===== config.mk =====
export PLATFORM = sky130hd
export DESIGN_NAME = nco_core
export DESIGN_NICKNAME = d
export VERILOG_FILES = /design/src/pkg/nco_pkg.sv /design/src/core/nco_core.sv
export SDC_FILE = /design/constraint.sdc
export NUM_CORES = 1
export LEC_CHECK = 0
export ABC_AREA = 1
export BUFFER_PORTS_ARGS = -buffer_cell sky130_fd_sc_hd__buf_2
export CAP_MARGIN = 25
export CORE_ASPECT_RATIO = 0.75
export CORE_MARGIN = 3
export CORE_UTILIZATION = 50
export DETAILED_ROUTE_END_ITERATION = 8
export PLACE_DENSITY_LB_ADDON = 0.3
export SYNTH_ARGS = -nofsm -noshare
export SYNTH_HDL_FRONTEND = slang
export SYNTH_SLANG_ARGS = --single-unit
export TNS_END_PERCENT = 20

===== constraint.sdc =====
create_clock -name clk -period 2.8 [get_ports clk]
set_clock_uncertainty 0.15 [all_clocks]
set_input_delay 0.28 -clock clk [delete_from_list [all_inputs] [get_ports clk]]
set_output_delay 0.28 -clock clk [all_outputs]
set_load 0.005 [all_outputs]

===== src/pkg/nco_pkg.sv =====
// Shared constants for the phase accumulator oscillator block.
package nco_pkg;
	// ==========================================================
	// Register word indices (byte address is four times these).
	localparam logic [3:0] IDX_ACC_LOW  = 4'h0;
	localparam logic [3:0] IDX_ACC_HIGH = 4'h1;
	localparam logic [3:0] IDX_ACC_UP   = 4'h2;
	localparam logic [3:0] IDX_INC_LOW  = 4'h3;
	localparam logic [3:0] IDX_INC_HIGH = 4'h4;
	localparam logic [3:0] IDX_INC_UP   = 4'h5;
	localparam logic [3:0] IDX_CTRL     = 4'h6;
	localparam logic [3:0] IDX_CLKCFG   = 4'h7;
	localparam logic [3:0] IDX_IRQ_STAT = 4'h8;
	localparam logic [3:0] IDX_IRQ_EN   = 4'h9;
	localparam logic [3:0] IDX_IRQ_CLR  = 4'hA;
	// ==========================================================
	// Field positions.
	localparam int CTRL_EN_BIT  = 7;
	localparam int CTRL_OUT_BIT = 5;
	localparam int CTRL_POL_BIT = 4;
	localparam int CTRL_PFM_BIT = 0;
	localparam int PWS_LSB      = 5;
	localparam int PWS_W        = 3;
	localparam int CKS_LSB      = 0;
	localparam int CKS_W        = 4;
	localparam int UPPER_W      = 4;
	localparam int STAT_OVF_BIT = 0;
	// ==========================================================
	// Reset values.
	localparam logic [7:0] ACC_RST     = 8'h00;
	localparam logic [7:0] INC_LOW_RST = 8'h01;
	localparam logic [7:0] INC_RST     = 8'h00;
	localparam logic [7:0] CTRL_RST    = 8'h00;
	localparam logic [7:0] CLKCFG_RST  = 8'h00;
	localparam logic [7:0] PWS_RST     = 8'h00;
	// ==========================================================
	// Source clock selection codes.
	localparam logic [3:0] CKS_SYSCLK   = 4'h0;
	localparam logic [3:0] CKS_RSVD_MID = 4'h5;
	localparam logic [3:0] CKS_LAST     = 4'hA;
	localparam int         SRC_INPUTS   = 10;
	// ==========================================================
	// Bus answer states.
	typedef enum logic [0:0] {
		BUS_IDLE = 1'b0,
		BUS_ACK  = 1'b1
	} bus_state_t;
endpackage


===== src/core/nco_core.sv =====
// Phase accumulator oscillator with double-buffered step, Avalon-MM slave.
`timescale 1ns/1ps
module nco_core #(
	parameter int ACC_W  = 20,
	parameter int SRC_N  = nco_pkg::SRC_INPUTS
) (
	input  wire logic              clk,
	input  wire logic              rst_n,
	input  wire logic [3:0]        address,
	input  wire logic              read,
	input  wire logic              write,
	input  wire logic [31:0]       writedata,
	input  wire logic [3:0]        byteenable,
	output logic      [31:0]       readdata,
	output logic                   waitrequest,
	input  wire logic [SRC_N-1:0]  src_clocks,
	output logic                   synth_out,
	output logic                   irq
);

	// ==========================================================
	// Parameter check.
	// The byte split and upper-nibble layout only fit a 20-bit phase.
	if (ACC_W != 20 || SRC_N != nco_pkg::SRC_INPUTS) begin : g_chk
		$error("nco_core: unsupported parameter values");
	end

	// ==========================================================
	// Bus slave.
	nco_pkg::bus_state_t bus_q, bus_d;
	logic [31:0]         rdata_q, rdata_d;
	logic                req;
	logic                wr_go;
	logic                be0;

	logic [ACC_W-1:0]    acc_q, acc_d;
	logic [7:0]          inc_l_q, inc_l_d;
	logic [7:0]          inc_h_q, inc_h_d;
	logic [3:0]          inc_u_q, inc_u_d;
	logic [ACC_W-1:0]    buf_q, buf_d;
	logic                pend_q, pend_d;
	logic [7:0]          ctrl_q, ctrl_d;
	logic [7:0]          ccfg_q, ccfg_d;
	logic                stat_q, stat_d;
	logic                ien_q, ien_d;
	logic                irq_q, irq_d;
	logic                out_q, out_d;
	logic                pin_q, pin_d;
	logic                lvl_q, lvl_d;
	logic [7:0]          pw_q, pw_d;

	assign req   = read | write;
	assign be0   = byteenable[0];
	assign wr_go = write && bus_q == nco_pkg::BUS_ACK && be0;

	always_comb begin
		bus_d   = bus_q;
		rdata_d = rdata_q;
		unique case (bus_q)
			nco_pkg::BUS_IDLE: begin
				if (req) begin
					bus_d   = nco_pkg::BUS_ACK;
					rdata_d = 32'h0000_0000;
					if (read) begin
						unique case (address)
							nco_pkg::IDX_ACC_LOW:
								rdata_d[7:0] = acc_q[7:0];
							nco_pkg::IDX_ACC_HIGH:
								rdata_d[7:0] = acc_q[15:8];
							nco_pkg::IDX_ACC_UP:
								rdata_d[3:0] = acc_q[19:16];
							nco_pkg::IDX_INC_LOW:
								rdata_d[7:0] = inc_l_q;
							nco_pkg::IDX_INC_HIGH:
								rdata_d[7:0] = inc_h_q;
							nco_pkg::IDX_INC_UP:
								rdata_d[3:0] = inc_u_q;
							nco_pkg::IDX_CTRL:
								rdata_d[7:0] = ctrl_q;
							nco_pkg::IDX_CLKCFG:
								rdata_d[7:0] = ccfg_q;
							nco_pkg::IDX_IRQ_STAT:
								rdata_d[nco_pkg::STAT_OVF_BIT] = stat_q;
							nco_pkg::IDX_IRQ_EN:
								rdata_d[nco_pkg::STAT_OVF_BIT] = ien_q;
							default:
								rdata_d = 32'h0000_0000;
						endcase
					end
				end
			end
			nco_pkg::BUS_ACK: begin
				bus_d = nco_pkg::BUS_IDLE;
			end
		endcase
	end

	always_ff @(posedge clk or negedge rst_n) begin
		if (!rst_n) begin
			bus_q   <= nco_pkg::BUS_IDLE;
			rdata_q <= 32'h0000_0000;
		end else begin
			bus_q   <= bus_d;
			rdata_q <= rdata_d;
		end
	end

	assign readdata    = rdata_q;
	assign waitrequest = (bus_q == nco_pkg::BUS_IDLE);

	// ==========================================================
	// Source clock selection and edge detection.
	// Inputs are treated as synchronous levels; a mux change may show
	// one spurious edge, which software avoids by switching while idle.
	logic [3:0] cks;
	logic       sel_lvl;
	logic       rise;
	logic       fall;

	assign cks = ccfg_q[nco_pkg::CKS_LSB +: nco_pkg::CKS_W];

	always_comb begin
		sel_lvl = 1'b0;
		if (cks != nco_pkg::CKS_SYSCLK && cks != nco_pkg::CKS_RSVD_MID
				&& cks <= nco_pkg::CKS_LAST) begin
			sel_lvl = src_clocks[cks - 4'h1];
		end
	end

	always_comb begin
		rise = 1'b0;
		fall = 1'b0;
		if (cks == nco_pkg::CKS_SYSCLK) begin
			rise = 1'b1;
			fall = 1'b1;
		end else begin
			rise = sel_lvl & ~lvl_q;
			fall = ~sel_lvl & lvl_q;
		end
	end

	// ==========================================================
	// Accumulator, step buffer, output and interrupt.
	logic [ACC_W:0] sum;
	logic           en;
	logic           pfm;
	logic           ovf;
	logic [7:0]     pw_len;

	assign en     = ctrl_q[nco_pkg::CTRL_EN_BIT];
	assign pfm    = ctrl_q[nco_pkg::CTRL_PFM_BIT];
	assign sum    = {1'b0, acc_q} + {1'b0, buf_q};
	assign ovf    = en & rise & sum[ACC_W];
	assign pw_len = 8'h01 << ccfg_q[nco_pkg::PWS_LSB +: nco_pkg::PWS_W];

	always_comb begin
		acc_d   = acc_q;
		inc_l_d = inc_l_q;
		inc_h_d = inc_h_q;
		inc_u_d = inc_u_q;
		buf_d   = buf_q;
		pend_d  = pend_q;
		ctrl_d  = ctrl_q;
		ccfg_d  = ccfg_q;
		stat_d  = stat_q;
		ien_d   = ien_q;
		out_d   = out_q;
		pw_d    = pw_q;
		lvl_d   = sel_lvl;
		if (en && rise) begin
			acc_d = sum[ACC_W-1:0];
		end
		if (pend_q && fall) begin
			buf_d  = {inc_u_q, inc_h_q, inc_l_q};
			pend_d = 1'b0;
		end
		if (ovf) begin
			if (pfm) begin
				out_d = 1'b1;
				pw_d  = pw_len;
			end else begin
				out_d = ~out_q;
			end
		end else if (pfm && out_q && rise) begin
			if (pw_q <= 8'h01) begin
				out_d = 1'b0;
				pw_d  = 8'h00;
			end else begin
				pw_d = pw_q - 8'h01;
			end
		end
		if (!en) begin
			out_d = 1'b0;
		end
		if (wr_go) begin
			unique case (address)
				nco_pkg::IDX_ACC_LOW:
					acc_d[7:0] = writedata[7:0];
				nco_pkg::IDX_ACC_HIGH:
					acc_d[15:8] = writedata[7:0];
				nco_pkg::IDX_ACC_UP:
					acc_d[19:16] = writedata[3:0];
				nco_pkg::IDX_INC_LOW: begin
					inc_l_d = writedata[7:0];
					pend_d  = 1'b1;
				end
				nco_pkg::IDX_INC_HIGH:
					inc_h_d = writedata[7:0];
				nco_pkg::IDX_INC_UP:
					inc_u_d = writedata[3:0];
				nco_pkg::IDX_CTRL: begin
					ctrl_d = writedata[7:0];
					ctrl_d[nco_pkg::CTRL_OUT_BIT] = out_d;
					ctrl_d[6]   = 1'b0;
					ctrl_d[3:1] = 3'h0;
				end
				nco_pkg::IDX_CLKCFG: begin
					ccfg_d    = writedata[7:0];
					ccfg_d[4] = 1'b0;
				end
				nco_pkg::IDX_IRQ_EN:
					ien_d = writedata[nco_pkg::STAT_OVF_BIT];
				nco_pkg::IDX_IRQ_CLR:
					if (writedata[nco_pkg::STAT_OVF_BIT]) begin
						stat_d = 1'b0;
					end
				default: begin
				end
			endcase
		end
		if (ovf) begin
			stat_d = 1'b1;
		end
		ctrl_d[nco_pkg::CTRL_OUT_BIT] = out_d;
		pin_d = out_d ^ ctrl_d[nco_pkg::CTRL_POL_BIT];
		irq_d = stat_d & ien_d;
	end

	always_ff @(posedge clk or negedge rst_n) begin
		if (!rst_n) begin
			acc_q   <= {ACC_W{1'b0}};
			inc_l_q <= nco_pkg::INC_LOW_RST;
			inc_h_q <= nco_pkg::INC_RST;
			inc_u_q <= nco_pkg::INC_RST[3:0];
			buf_q   <= {12'h000, nco_pkg::INC_LOW_RST};
			pend_q  <= 1'b0;
			ctrl_q  <= nco_pkg::CTRL_RST;
			ccfg_q  <= nco_pkg::CLKCFG_RST;
			stat_q  <= 1'b0;
			ien_q   <= 1'b0;
			irq_q   <= 1'b0;
			out_q   <= 1'b0;
			pin_q   <= 1'b0;
			lvl_q   <= 1'b0;
			pw_q    <= nco_pkg::PWS_RST;
		end else begin
			acc_q   <= acc_d;
			inc_l_q <= inc_l_d;
			inc_h_q <= inc_h_d;
			inc_u_q <= inc_u_d;
			buf_q   <= buf_d;
			pend_q  <= pend_d;
			ctrl_q  <= ctrl_d;
			ccfg_q  <= ccfg_d;
			stat_q  <= stat_d;
			ien_q   <= ien_d;
			irq_q   <= irq_d;
			out_q   <= out_d;
			pin_q   <= pin_d;
			lvl_q   <= lvl_d;
			pw_q    <= pw_d;
		end
	end

	assign synth_out = pin_q;
	assign irq       = irq_q;

	// ==========================================================
	// Assertions.
	property p_upper_zero;
		@(posedge clk) disable iff (!rst_n)
		(!waitrequest && read && (address == nco_pkg::IDX_ACC_UP
			|| address == nco_pkg::IDX_INC_UP)) |-> readdata[31:4] == 28'h0;
	endproperty
	a_upper_zero: assert property (p_upper_zero)
		else $error("upper register read shows nonzero high bits");

	property p_acc_low_read;
		@(posedge clk) disable iff (!rst_n)
		(!waitrequest && read && address == nco_pkg::IDX_ACC_LOW)
			|-> readdata[7:0] == $past(acc_q[7:0]);
	endproperty
	a_acc_low_read: assert property (p_acc_low_read)
		else $error("accumulator low byte read mismatch");

	property p_acc_space;
		@(posedge clk) disable iff (!rst_n)
		(!waitrequest && read && address == nco_pkg::IDX_ACC_UP)
			|-> readdata[3:0] == $past(acc_q[19:16]);
	endproperty
	a_acc_space: assert property (p_acc_space)
		else $error("accumulator upper nibble read mismatch");

	property p_step_add;
		@(posedge clk) disable iff (!rst_n)
		(en && rise && !wr_go) |=> acc_q == $past(sum[ACC_W-1:0]);
	endproperty
	a_step_add: assert property (p_step_add)
		else $error("accumulator did not advance by the step");

	property p_acc_hold;
		@(posedge clk) disable iff (!rst_n)
		(!en && !wr_go) |=> $stable(acc_q);
	endproperty
	a_acc_hold: assert property (p_acc_hold)
		else $error("accumulator moved while disabled");

	property p_buf_load;
		@(posedge clk) disable iff (!rst_n)
		(pend_q && fall && !(wr_go && address == nco_pkg::IDX_INC_LOW))
			|=> buf_q == $past({inc_u_q, inc_h_q, inc_l_q}) && !pend_q;
	endproperty
	a_buf_load: assert property (p_buf_load)
		else $error("step buffer not loaded on falling edge");

	property p_low_arms;
		@(posedge clk) disable iff (!rst_n)
		(wr_go && address == nco_pkg::IDX_INC_LOW)
			|=> pend_q && inc_l_q == $past(writedata[7:0]);
	endproperty
	a_low_arms: assert property (p_low_arms)
		else $error("low step write did not arm the buffer load");

	property p_no_reserved;
		@(posedge clk) disable iff (!rst_n)
		(cks > nco_pkg::CKS_LAST || cks == nco_pkg::CKS_RSVD_MID)
			|-> !rise && !fall;
	endproperty
	a_no_reserved: assert property (p_no_reserved)
		else $error("reserved source code produced an edge");

	property p_fdc_toggle;
		@(posedge clk) disable iff (!rst_n)
		(en && !pfm && !wr_go) |=> out_q == ($past(out_q) ^ $past(ovf));
	endproperty
	a_fdc_toggle: assert property (p_fdc_toggle)
		else $error("toggle mode output changed without overflow");

	property p_ovf_flag;
		@(posedge clk) disable iff (!rst_n)
		ovf |=> stat_q && irq_q == ien_q;
	endproperty
	a_ovf_flag: assert property (p_ovf_flag)
		else $error("overflow did not set the status flag");

endmodule // nco_core


## Word level (Yosys, flattened, before mapping)

Index checks and enable logic that the tools add are counted.

- Bits in registers: 119
- Word-level logic and storage cells: 103

- Add/subtract/negate cells: 3
- $lt $le $gt $ge: 3
- Eq/ne operators: 12
- Shift operators: 1
- Muxes and demuxes: 36
- Bitwise logic cells: 11
- Reductions and logical operators: 19

Operators by type and width:

| cell | count |
|---|---|
| $mux W8 | 7 |
| $mux W20 | 2 |
| $pmux W4 S6 | 1 |
| $add A20 B20 Y21 | 1 |
| $pmux W3 S7 | 1 |
| $mux W1 | 19 |
| $eq A4 B3 Y1 const B | 4 |
| $reduce_and A2 Y1 | 7 |
| $eq A4 B4 Y1 const B | 3 |
| $mux W5 | 2 |
| $pmux W1 S10 | 1 |
| $eq A4 B2 Y1 const B | 2 |
| $le A8 B1 Y1 const B | 1 |
| $logic_and A1 B1 Y1 | 8 |
| $logic_not A4 Y1 | 2 |
| $shl A1 B3 Y8 const A | 1 |
| $sub A8 B1 Y8 const B | 1 |
| $and A1 B1 Y1 | 5 |
| $lt A4 B5 Y1 const B | 1 |
| $bmux W1 S4 | 1 |
| $eq A4 B1 Y1 const B | 1 |
| $le A4 B4 Y1 const B | 1 |
| $mux W4 | 1 |
| $ne A4 B3 Y1 const B | 1 |
| other kinds (8) | 11 |

## Depth between registers and ports, before layout

Gate-level depths: netlist of run 1.

- Depth after elaboration: 11
- Depth in mapped cells: 16

## Least setup slack after synthesis of run 1

OpenSTA, ideal clock, no wires.

- Kind: register -> register
- From: register acc_q[0]
- To: register pw_q[2]
- Setup time: 0.065 ns
- Arrival: 2.074 ns
- Data required time: 2.585 ns
- Slack: 0.511 ns
- Cell stages (with the launch flop): 15
- Buffers on the path: 1
- Cells stage by stage: dfrtp_1 > ha_1 > fa_1 > nand2_1 > inv_1 > nand2_1 > nand2_1 > nand4_1 > nand3_2 > nand3_4 > buf_6 > nand3_1 > nand2_1 > nand2_1 > nand2_1

- Word-level cells in the longest chain between the ends: 4
- Elaborated cells between the ends (all ways): 6
- Those cells by class: 1 x add/sub; 1 x eq/ne; 1 x mux; 1 x bitwise; 2 x reduce/logical

Ends and longest elaborated chain:

| element | RTL line | source |
|---|---|---|
| start: declaration | nco_core.sv:36 | `logic [ACC_W-1:0] acc_q, acc_d;` |
| start signal: assignment | nco_core.sv:241 | `acc_q <= {ACC_W{1'b0}};` |
| $add A20 B20 Y21 * | nco_core.sv:152 | `assign sum = {1'b0, acc_q} + {1'b0, buf_q};` |
| $and A1 B1 Y1 * | nco_core.sv:153 | `assign ovf = en & rise & sum[ACC_W];` |
| $ne A2 B2 Y1 (no source line) / $reduce_bool A2 Y1 (equally long branches) | - |  |
| $reduce_and A2 Y1 (no source line) | - |  |
| end signal: assignment | nco_core.sv:255 | `pw_q <= nco_pkg::PWS_RST;` |
| end signal: assignment | nco_core.sv:271 | `pw_q <= pw_d;` |
| end: declaration | nco_core.sv:50 | `logic [7:0] pw_q, pw_d;` |

Every way passes the cells marked *; elsewhere a longest branch is shown, timed or not.
A chain may end at the register's enable or synchronous reset.

## Final worst setup path of run 1

- From: register acc_q[0]
- To: register acc_q[16]

- Word-level cells in the longest chain between the ends: 4

Ends and longest elaborated chain:

| element | RTL line | source |
|---|---|---|
| $add A20 B20 Y21 * | nco_core.sv:152 |  |
| $mux W20 * | nco_core.sv:170 | `if (en && rise) begin` |
| $mux W4 | nco_core.sv:196 | `unique case (address)` |
| $mux W20 * | nco_core.sv:195 | `if (wr_go) begin` |
| via acc_d[16] | nco_core.sv:36 |  |

The timed path passes the listed nets; every way through them passes the cells marked *.

==> results.yml, run 1 <==
critical_path:
  cell_with_the_largest_stage_delay_on_the_worst_path: "dfrtp_1"
  critPathLaunchType: "flop"
  crit_path_max_fanout: 3
  cp_data_required_time_ns: 2.89
  crit_path_end_kind: "flop"
  timing.critical_path.mode_cell: "nand2_1"
  crit_path_cell_trace: "ha_1 -> fa_2 -> nand2_1 -> inv_1 -> nand2_1 -> nand2_1 -> buf_4 -> nand2_1 -> nand3_1 -> nand4_1 -> nand2_1 -> nor2_1 -> nor2_1 -> nand2_1 -> nand2_1 -> nand2_1 -> inv_1"
  worst_ep_arrival_time_ns: 2.69
  timing.setup.critical_path_class: "flop to flop"
  slowest_delay_ns: 0.41
synthesis:
  ys.warnings.count: 0
  postSynthRegisterBits: 94
  synth_cell_types: 43
  avgSynthCellArea_sq_um: 7.34
  netlist_area_sq_mm: 0.00615
  yosys_most_used_dff: "dfrtp_1"
  synth-edff-count: 0
  synthArstFlopShare_pct: 100
  netlist_instances: 838
  ys_seq_area_share_pct: 38.3
route:
  vias: 5797
  route.detailed.wl_per_inst_um: 15.9
  ant_nets: 0
  drt_first_pass_iters: 5
  dr.first_iter.drc_count: 652
  detail_route.wirelength_um: 16700
  post_drt_via_cell_ratio: 5.51
  drc_errors: 0
floorplan:
  floorplan.die.width_um: 134
  floorplan.core_area_sq_mm: 0.0118
  dieHeight_um: 102
  boundaryPins: 89
  rows: 34
  fp.dieArea_sq_mm: 0.0137
  initial_core_util_pct: 52.0
power_and_ir_drop:
  power_leakage_nw: 3.60
  power_per_cell_area_mw_per_mm2: 631
  peakVddDrop_v: 0.000402
timing:
  timing.final.hold_violations: 0
  setup_tns_ns: 0
  max_slew.worst_pin.slew_ns: 0.657
  fin_crit_ns: 2.60
  timing.final.crit_share_pct: 92.7
  final-setup-viol-count: 0
  worst_slew_margin_relative_to_its_limit_pct: 56.2
  fmax_achieved_mhz: 385
  slew_violations: 0
  setup_repair_after_global_routing_missed_its_margin: "no"
placement:
  detailed_place_hpwl_um: 12900
  io_buffer_count: 37
  numPlacedInstances: 1031
  finalWeightedCongestion: 0.962
global_routing:
  grt_pass1_wl_um: 26200
  number_of_global_route_vias_before_repair: 4921
  grt_max_degree: 51
  remaining_global_route_overflow: 0
  grtUsageTotal_pct: 24.5
  antenna_found_initial: 0
clock_network:
  clock_tree.buffer_depth: 2
  numCtsBuffers: 9
  clock_insertion_delay_worst_skew_ns: 0.35
  htreeDepth: 3
  clkSinkCount: 94
  clockRootBuffer: "clkbuf_16"
  clkTransAtPathRegs_ns: 0.07
  tritoncts_clock_tree: "yes"
layout:
  syn_to_final_growth_pct: 9.98
  fin_util_pct: 57.2
  num_antenna_cells: 0
  layout.cells.most_common_list: "nand2_1, dfrtp_1, inv_1"
  num-fill-cells: 1162
  mostFrequentLayoutCell: "nand2_1"
  final-instance-count-excl-fill: 1052
  layout-drive-gt1-share_pct: 10.8
  design.final.nets: 966
hold_path:
  timing.hold.worst.class: "primary input to flop"
flow_run:
  cap_violations: 0
status:
  result_of_the_run: "completed"
==> cell type report <==
cell class | count | area [sq um] | share of cell area [%]
clock buffer | 12 | 246 | 3.64
multi-input combinational | 634 | 3270 | 48.3
inverter | 92 | 345 | 5.10
tap | 162 | 203 | 2.99
clock inverter | 4 | 32.5 | 0.481
sequential | 94 | 2350 | 34.8
timing repair buffer | 54 | 318 | 4.70
==> cells in the mapped netlist, types with 13 or more instances <==
library cell	number	area (sq um)
nand4_1	17	106
nand2_1	252	946
a22oi_1	13	97.6
ha_1	26	325
buf_4	24	180
inv_1	85	319
nor2_1	57	214
a21oi_1	48	240
o21ai_1	16	80.1
dfrtp_1	92	2300
xor2_1	13	114
o21ai_0	55	275
nand3_1	63	315
==> metal layers <==
layer / up-vias / global-route usage [%] / wire [um]
li1: 2821 / - / -
met1: 2677 / 38.3 / 8150
met2: 283 / 35.2 / 6790
met3: 16 / 5.02 / 1550
met4: 0 / 5.32 / 197
met5: - / 0 / 0
==> report_power, final <==
group          switching [mW]  internal, mW  leakage, nW
clock                   0.543         0.632        0.129
sequential              0.223          1.59         1.26
combinational           0.810         0.476         2.21
==> flip-flops by register name, summed over array words and instances (netlist names), 4 cells and up <==
signal    count
ccfg_q        7
buf_q        20
acc_q        20
ctrl_q        4
readdata      8
inc_l_q       8
pw_q          8
inc_u_q       4
inc_h_q       8
==> per-stage QoR <==
stage	hold slack (ns)	total power, mW	setup slack [ns]	area, sq um
finish	0.0414	4.27	0.205	6770
global route	0.0701	4.53	0.0609	6770
CTS	0.0464	4.25	0.149	6730
detailed placement	0.189	3.09	0.161	6440
global placement	0.184	3.06	0.194	6440
floorplan	-0.166	2.74	0.511	6240
==> cells by family after synthesis <==
group,count (synthesis),synth area share (%)
AO/OA/AOI/OAI,159,15.0
XOR/XNOR,14,1.99
buffers and inverters,133,10.2
flip-flops,94,38.3
other,1,0.0609
adder cells (fa/ha/maj),27,5.61
AND/OR/NAND/NOR,410,28.9
==> critical path, delay by kind of cell, from the launching register on <==
family	cells	cell delay [ns]
AND/OR/NAND/NOR	12	1.06
adder cells (fa/ha/maj)	2	0.63
flip-flops	1	0.41
buffers and inverters	3	0.26
==> repair_timing <==
action	CTS	global route
setup endpoints to repair	0	9
hold buffers	1	0
buffers inserted	0	4
resized for setup	0	2
hold endpoints to repair	45	0
==> final timing paths <==
| kind | to | slack, ns | startpoint | cells after the start |
|---|---|---|---|---|
| hold reg to reg | buf_q[0] | 0.32 | buf_q[0] | 2 |
| setup reg to reg | acc_q[16] | 0.20 | acc_q[0] | 17 |
| setup / recovery | acc_q[16] | 0.20 | acc_q[0] | 17 |
| min in group asynchronous | inc_h_q[7] | 0.34 | rst_n | 2 |
| hold / removal | ien_q | 0.04 | address[1] | 2 |
| max in group asynchronous | inc_h_q[2] | 1.46 | rst_n | 3 |
Note: power is estimated with default switching activity, not from simulation.
==> inputs of run 2 (changes only) <==
--- a/config.mk
+++ b/config.mk
@@ -10,7 +10,7 @@
 export CAP_MARGIN = 25
 export CORE_ASPECT_RATIO = 0.75
 export CORE_MARGIN = 3
-export CORE_UTILIZATION = 50
+export CORE_UTILIZATION = 40
 export DETAILED_ROUTE_END_ITERATION = 8
 export PLACE_DENSITY_LB_ADDON = 0.3
 export SYNTH_ARGS = -nofsm -noshare
==> run 2 against run 1 <==
Against the previous run: critical path depth is 3 lower; largest power group unchanged; critical path type unchanged; highest routed layer unchanged; power is 4.3% higher; maximum frequency is 0.51% higher.
==> results.yml, run 2 (same netlist as run 1, synthesis figures left out) <==
floorplan:
  dieHeight_um: 113
  initial_core_util_pct: 41.8
  rows: 38
  floorplan.core_area_sq_mm: 0.0147
  floorplan.die.width_um: 149
  boundaryPins: 89
  fp.dieArea_sq_mm: 0.0169
hold_path:
  holdPathEnd: "ien_q"
  timing.hold.worst.start: "address[1]"
  holdPathStages: 2
  timing.hold.worst.class: "primary input to flop"
critical_path:
  cell_count_of_the_worst_reg_to_reg_path: 14
  crit_path_end_kind: "flop"
  critPathLaunchType: "flop"
  crit_path_max_fanout: 6
  worst_ep_arrival_time_ns: 2.67
  reg2reg_to: "pw_q[7]"
  cp_buf_inv_count: 2
  reg2reg_setup_slack_ns: 0.22
  timing.setup.critical_path_class: "flop to flop"
  slowest_delay_ns: 0.53
  crit_family: "simple AND/OR/NAND/NOR gates"
  reg2reg_from: "buf_q[0]"
  cp_data_required_time_ns: 2.89
  timing.critical_path.mode_cell: "nand2_1"
  cell_with_the_largest_stage_delay_on_the_worst_path: "dfstp_2"
  crit_path_cell_trace: "ha_1 -> fa_1 -> nand2_1 -> inv_1 -> nand2_1 -> nand2_2 -> nand4_1 -> nand3_4 -> nand3_4 -> buf_4 -> nand3_1 -> nand2_1 -> nand2_1 -> nand2_1"
layout:
  num_antenna_cells: 0
  design.final.nets: 962
  layout.cells.most_common_list: "nand2_1, dfrtp_1, inv_1"
  final-instance-count-excl-fill: 1086
  num-fill-cells: 1495
  largest_registers: "acc_q x20, buf_q x20"
  mostFrequentLayoutCell: "nand2_1"
  syn_to_final_growth_pct: 11.8
  layout-drive-gt1-share_pct: 10.6
timing:
  final-setup-viol-count: 0
  timing.final.crit_share_pct: 92.2
  fmax_achieved_mhz: 387
  worst_slew_margin_relative_to_its_limit_pct: 57.3
  fin_crit_ns: 2.58
  timing.final.hold_violations: 0
  slew_violations: 0
  max_slew.worst_pin.slew_ns: 0.639
  setup_repair_after_global_routing_missed_its_margin: "no"
  setup_tns_ns: 0
power_and_ir_drop:
  peakVddDrop_v: 0.000441
  power_per_cell_area_mw_per_mm2: 648
  power_leakage_nw: 3.63
clock_network:
  htreeDepth: 3
  clkTransAtPathRegs_ns: 0.07
  clockRootBuffer: "clkbuf_16"
  clkSinkCount: 94
  tritoncts_clock_tree: "yes"
  numCtsBuffers: 9
  clock_tree.buffer_depth: 2
  clock_insertion_delay_worst_skew_ns: 0.35
route:
  dr.first_iter.drc_count: 545
  route.detailed.wl_per_inst_um: 15.9
  post_drt_via_cell_ratio: 5.20
  detail_route.wirelength_um: 17300
  drc_errors: 0
  vias: 5648
  ant_nets: 0
  drt_first_pass_iters: 5
global_routing:
  remaining_global_route_overflow: 0
  antenna_found_initial: 0
  grt_pass1_wl_um: 27600
  grt_use_met1_pct: 33.5
  met2_usage_pct: 28.2
  grtUsageTotal_pct: 20.7
  number_of_global_route_vias_before_repair: 5162
  gr-max-usage-layer: "met1"
  met3_usage_pct: 4.77
  grt_max_degree: 54
status:
  result_of_the_run: "completed"
placement:
  finalWeightedCongestion: 0.958
  detailed_place_hpwl_um: 13300
  numPlacedInstances: 1065
  io_buffer_count: 37
flow_run:
  cap_violations: 0
==> run 2: cell count changes in the layout (fill, tap and decap cells not counted), moves of 2 or more <==
cell	delta
clkinvlp_4	-2
buf_12	+2
buf_4	-7
clkinv_2	+2
bufinv_16	+2
==> run 2: worst max-delay path by stage <==
stage                   from      end  slack, ns  cells after the start
finish              buf_q[0]  pw_q[7]       0.22                     14
global route        buf_q[0]  pw_q[3]       0.05                     14
CTS                 acc_q[0]  pw_q[3]       0.11                     13
detailed placement  acc_q[0]  pw_q[7]       0.12                     13
global placement    acc_q[0]  pw_q[2]       0.16                     13
floorplan           acc_q[0]  pw_q[2]       0.51                     14
==> run 2: through the flow <==
step | power (mW) | hold slack [ns] | util (%) | instance area (sq um) | worst slack, ns
6_report | 4.46 | 0.0525 | 46.7 | 6880 | 0.218
5_1_grt | 4.73 | 0.0657 | 46.7 | 6880 | 0.0536
4_1_cts | 4.45 | 0.0417 | 46.2 | 6820 | 0.115
3_5_place_dp | 3.10 | 0.158 | 44.0 | 6480 | 0.122
3_3_place_gp | 3.09 | 0.156 | 44.0 | 6480 | 0.162
2_1_floorplan | 2.74 | -0.166 | - | 6240 | 0.511
==> run 2: timing repair <==
item | CTS | global route
hold buffers | 1 | 0
gates resized for setup | 0 | 5
buffers inserted | 0 | 3
endpoints found under the setup margin | 0 | 9
hold endpoints to repair | 41 | 0
==> run 2: area by class of cell <==
cell class / count / area [sq um] / area share [%]
multi-input combinational: 635 / 3300 / 48.0
clock buffer: 11 / 243 / 3.53
tap: 200 / 250 / 3.64
sequential: 94 / 2350 / 34.2
timing repair buffer: 49 / 305 / 4.44
inverter: 92 / 345 / 5.02
clock inverter: 5 / 81.3 / 1.18
==> run 2: layer usage <==
| metal | up-vias | part of all wire (%) |
|---|---|---|
| met5 | - | 0 |
| met1 | 2620 | 51 |
| met4 | 0 | 1.0 |
| met3 | 12 | 7.6 |
| met2 | 203 | 40 |
| li1 | 2813 | - |
==> run 2: where the power goes <==
group	leakage, nW	switching [mW]	total [mW]	internal (mW)
sequential	1.26	0.227	1.81	1.59
clock	0.161	0.530	1.34	0.811
combinational	2.21	0.823	1.30	0.479
total	3.63	1.58	4.46	2.88
==> inputs of run 3 (changes only) <==
--- a/config.mk
+++ b/config.mk
@@ -11,6 +11,7 @@
 export CORE_ASPECT_RATIO = 0.75
 export CORE_MARGIN = 3
 export CORE_UTILIZATION = 40
+export CTS_BUF_LIST = sky130_fd_sc_hd__clkbuf_16
 export DETAILED_ROUTE_END_ITERATION = 8
 export PLACE_DENSITY_LB_ADDON = 0.3
 export SYNTH_ARGS = -nofsm -noshare
==> run 3 against run 2 <==
Against the previous run: non-clock buffer count is the same; via count fell by 0.39%; combinational power is essentially flat; power is 0.67% lower; largest cell class unchanged; critical path type unchanged; sequential cell count unchanged; routed wire length about the same; first-iteration DRC count increased by 8.3%; clock power barely moved; die area unchanged; maximum frequency fell by 0.23%; cell area fell by 0.15%; clock-buffer cell count fell by 2.
==> results.yml, run 3 (same netlist as run 1, synthesis figures left out) <==
status:
  result_of_the_run: "completed"
clock_network:
  numCtsBuffers: 9
  clock_insertion_delay_worst_skew_ns: 0.34
  clkTransAtPathRegs_ns: 0.07
  clockRootBuffer: "clkbuf_16"
  htreeDepth: 3
  tritoncts_clock_tree: "yes"
  clkSinkCount: 94
  clock_tree.buffer_depth: 2
placement:
  finalWeightedCongestion: 0.958
  detailed_place_hpwl_um: 13300
  io_buffer_count: 37
layout:
  num-fill-cells: 1498
  area.sequential_sq_mm: 0.00235
  layout-drive-gt1-share_pct: 10.5
  layout.cells.most_common_list: "nand2_1, dfrtp_1, inv_1"
  num_antenna_cells: 0
  mostFrequentLayoutCell: "nand2_1"
  syn_to_final_growth_pct: 11.6
  largest_registers: "acc_q x20, buf_q x20"
  design.final.nets: 962
  fin_util_pct: 46.6
  multi_input_comb_area_sq_mm: 0.00330
global_routing:
  grt_max_degree: 54
  met3_usage_pct: 4.77
  grt_pass1_wl_um: 27600
  gr-max-usage-layer: "met1"
  number_of_global_route_vias_before_repair: 5162
  met2_usage_pct: 28.2
  grtUsageTotal_pct: 20.7
  remaining_global_route_overflow: 0
  antenna_found_initial: 0
  grt_use_met1_pct: 33.5
timing:
  fin_crit_ns: 2.59
  final-setup-viol-count: 0
  timing.final.crit_share_pct: 92.4
  setup_tns_ns: 0
  max_slew.worst_pin.slew_ns: 0.648
  timing.final.hold_violations: 0
  slew_violations: 0
  setup_repair_after_global_routing_missed_its_margin: "no"
  worst_slew_margin_relative_to_its_limit_pct: 56.7
  fmax_achieved_mhz: 386
critical_path:
  timing.setup.critical_path_class: "flop to flop"
  crit_path_end_kind: "flop"
  cell_with_the_largest_stage_delay_on_the_worst_path: "dfstp_2"
  crit_path_cell_trace: "ha_1 -> fa_1 -> nand2_1 -> inv_1 -> nand2_1 -> nand2_2 -> nand4_1 -> nand3_4 -> nand3_4 -> buf_4 -> nand3_1 -> nand2_1 -> nand2_1 -> nand2_1"
  crit_path_max_fanout: 6
  slowest_delay_ns: 0.54
  critPathLaunchType: "flop"
  cp_data_required_time_ns: 2.89
  timing.critical_path.mode_cell: "nand2_1"
  crit_family: "simple AND/OR/NAND/NOR gates"
  cp_buf_inv_count: 2
  worst_ep_arrival_time_ns: 2.68
power_and_ir_drop:
  sequentialPowerShare_pct: 41.0
  switchingPower_mw: 1.58
  power_per_cell_area_mw_per_mm2: 644
  power_switching_share_pct: 35.7
  power_leakage_nw: 3.62
  peakVddDrop_v: 0.000440
  p_int_mw: 2.85
  clockPowerShare_pct: 29.6
  p_total_mw: 4.43
  part_of_the_total_power_dissipated_in_combinational_logic_pct: 29.4
route:
  drt_first_pass_iters: 5
  route.detailed.wl_per_inst_um: 15.9
  vias: 5626
  detail_route.wirelength_um: 17300
  ant_nets: 0
  dr.first_iter.drc_count: 590
  drc_errors: 0
  post_drt_via_cell_ratio: 5.18
floorplan:
  floorplan.core_area_sq_mm: 0.0147
  boundaryPins: 89
  floorplan.die.width_um: 149
  dieHeight_um: 113
  fp.dieArea_sq_mm: 0.0169
  initial_core_util_pct: 41.8
  rows: 38
hold_path:
  timing.hold.worst.class: "primary input to flop"
flow_run:
  cap_violations: 0
run 3: cell count changes in the layout (fill, tap and decap cells not counted):
cell | previous run | this run
clkbuf_8 | 1 | 0
inv_1 | 85 | 86
clkbuf_1 | 1 | 0
clkinv_1 | 0 | 1
run 3: routing by layer:
metal	up-vias	part of all wire [%]
met5	-	0
li1	2807	-
met2	213	39
met3	11	8.2
met4	0	0.99
met1	2595	51
run 3: worst paths after layout:
check / from / endpoint / slack [ns] / cells after the start
worst min register to register: buf_q[0] / buf_q[0] / 0.33 / 2
worst max register to register: buf_q[0] / pw_q[7] / 0.21 / 14
worst min-delay path: address[1] / ien_q / 0.05 / 2
worst max-delay path: buf_q[0] / pw_q[7] / 0.21 / 14
max in group asynchronous: rst_n / buf_q[0] / 1.46 / 3
min in group asynchronous: rst_n / buf_q[15] / 0.31 / 2
run 3: power groups by stage:
stage	registers [mW]	clock network, mW	logic [mW]
floorplan	1.75	0	0.986
global placement	1.83	0	1.26
detailed placement	1.83	0	1.27
CTS	1.81	1.33	1.28
global route	1.84	1.37	1.48
finish	1.81	1.31	1.30
run 3: area by class of cell:
class | count | share of cell area, %
clock buffer | 9 | 3.28
sequential | 94 | 34.3
clock inverter | 7 | 1.29
tap | 200 | 3.64
multi-input combinational | 635 | 48.0
timing repair buffer | 49 | 4.44
inverter | 92 | 5.03
run 3: worst register-to-register path, cell delays in order (launching register included):
cell and delay, ns:
dfstp_2 0.54, ha_1 0.23, fa_1 0.24, nand2_1 0.06, inv_1 0.08, nand2_1 0.06, nand2_2 0.13, nand4_1 0.18
nand3_4 0.22, nand3_4 0.17, buf_4 0.20, nand3_1 0.06, nand2_1 0.06, nand2_1 0.06, nand2_1 0.05
run 3: repair_timing:
item,CTS,global route
endpoints found under the hold margin,41,0
setup endpoints to repair,0,9
buffers inserted,0,3
gates resized for setup,0,5
hold buffers,1,0
run 3: stage by stage:
stage          hold slack (ns)  instance area [sq um]  std cells  setup WS (ns)
2_1_floorplan           -0.166                   6240        861          0.511
3_3_place_gp             0.156                   6480       1065          0.162
4_1_cts                 0.0426                   6810       1082          0.115
5_1_grt                 0.0666                   6870       1086         0.0546
3_5_place_dp             0.158                   6480       1065          0.122
6_report                0.0513                   6870       1086          0.212
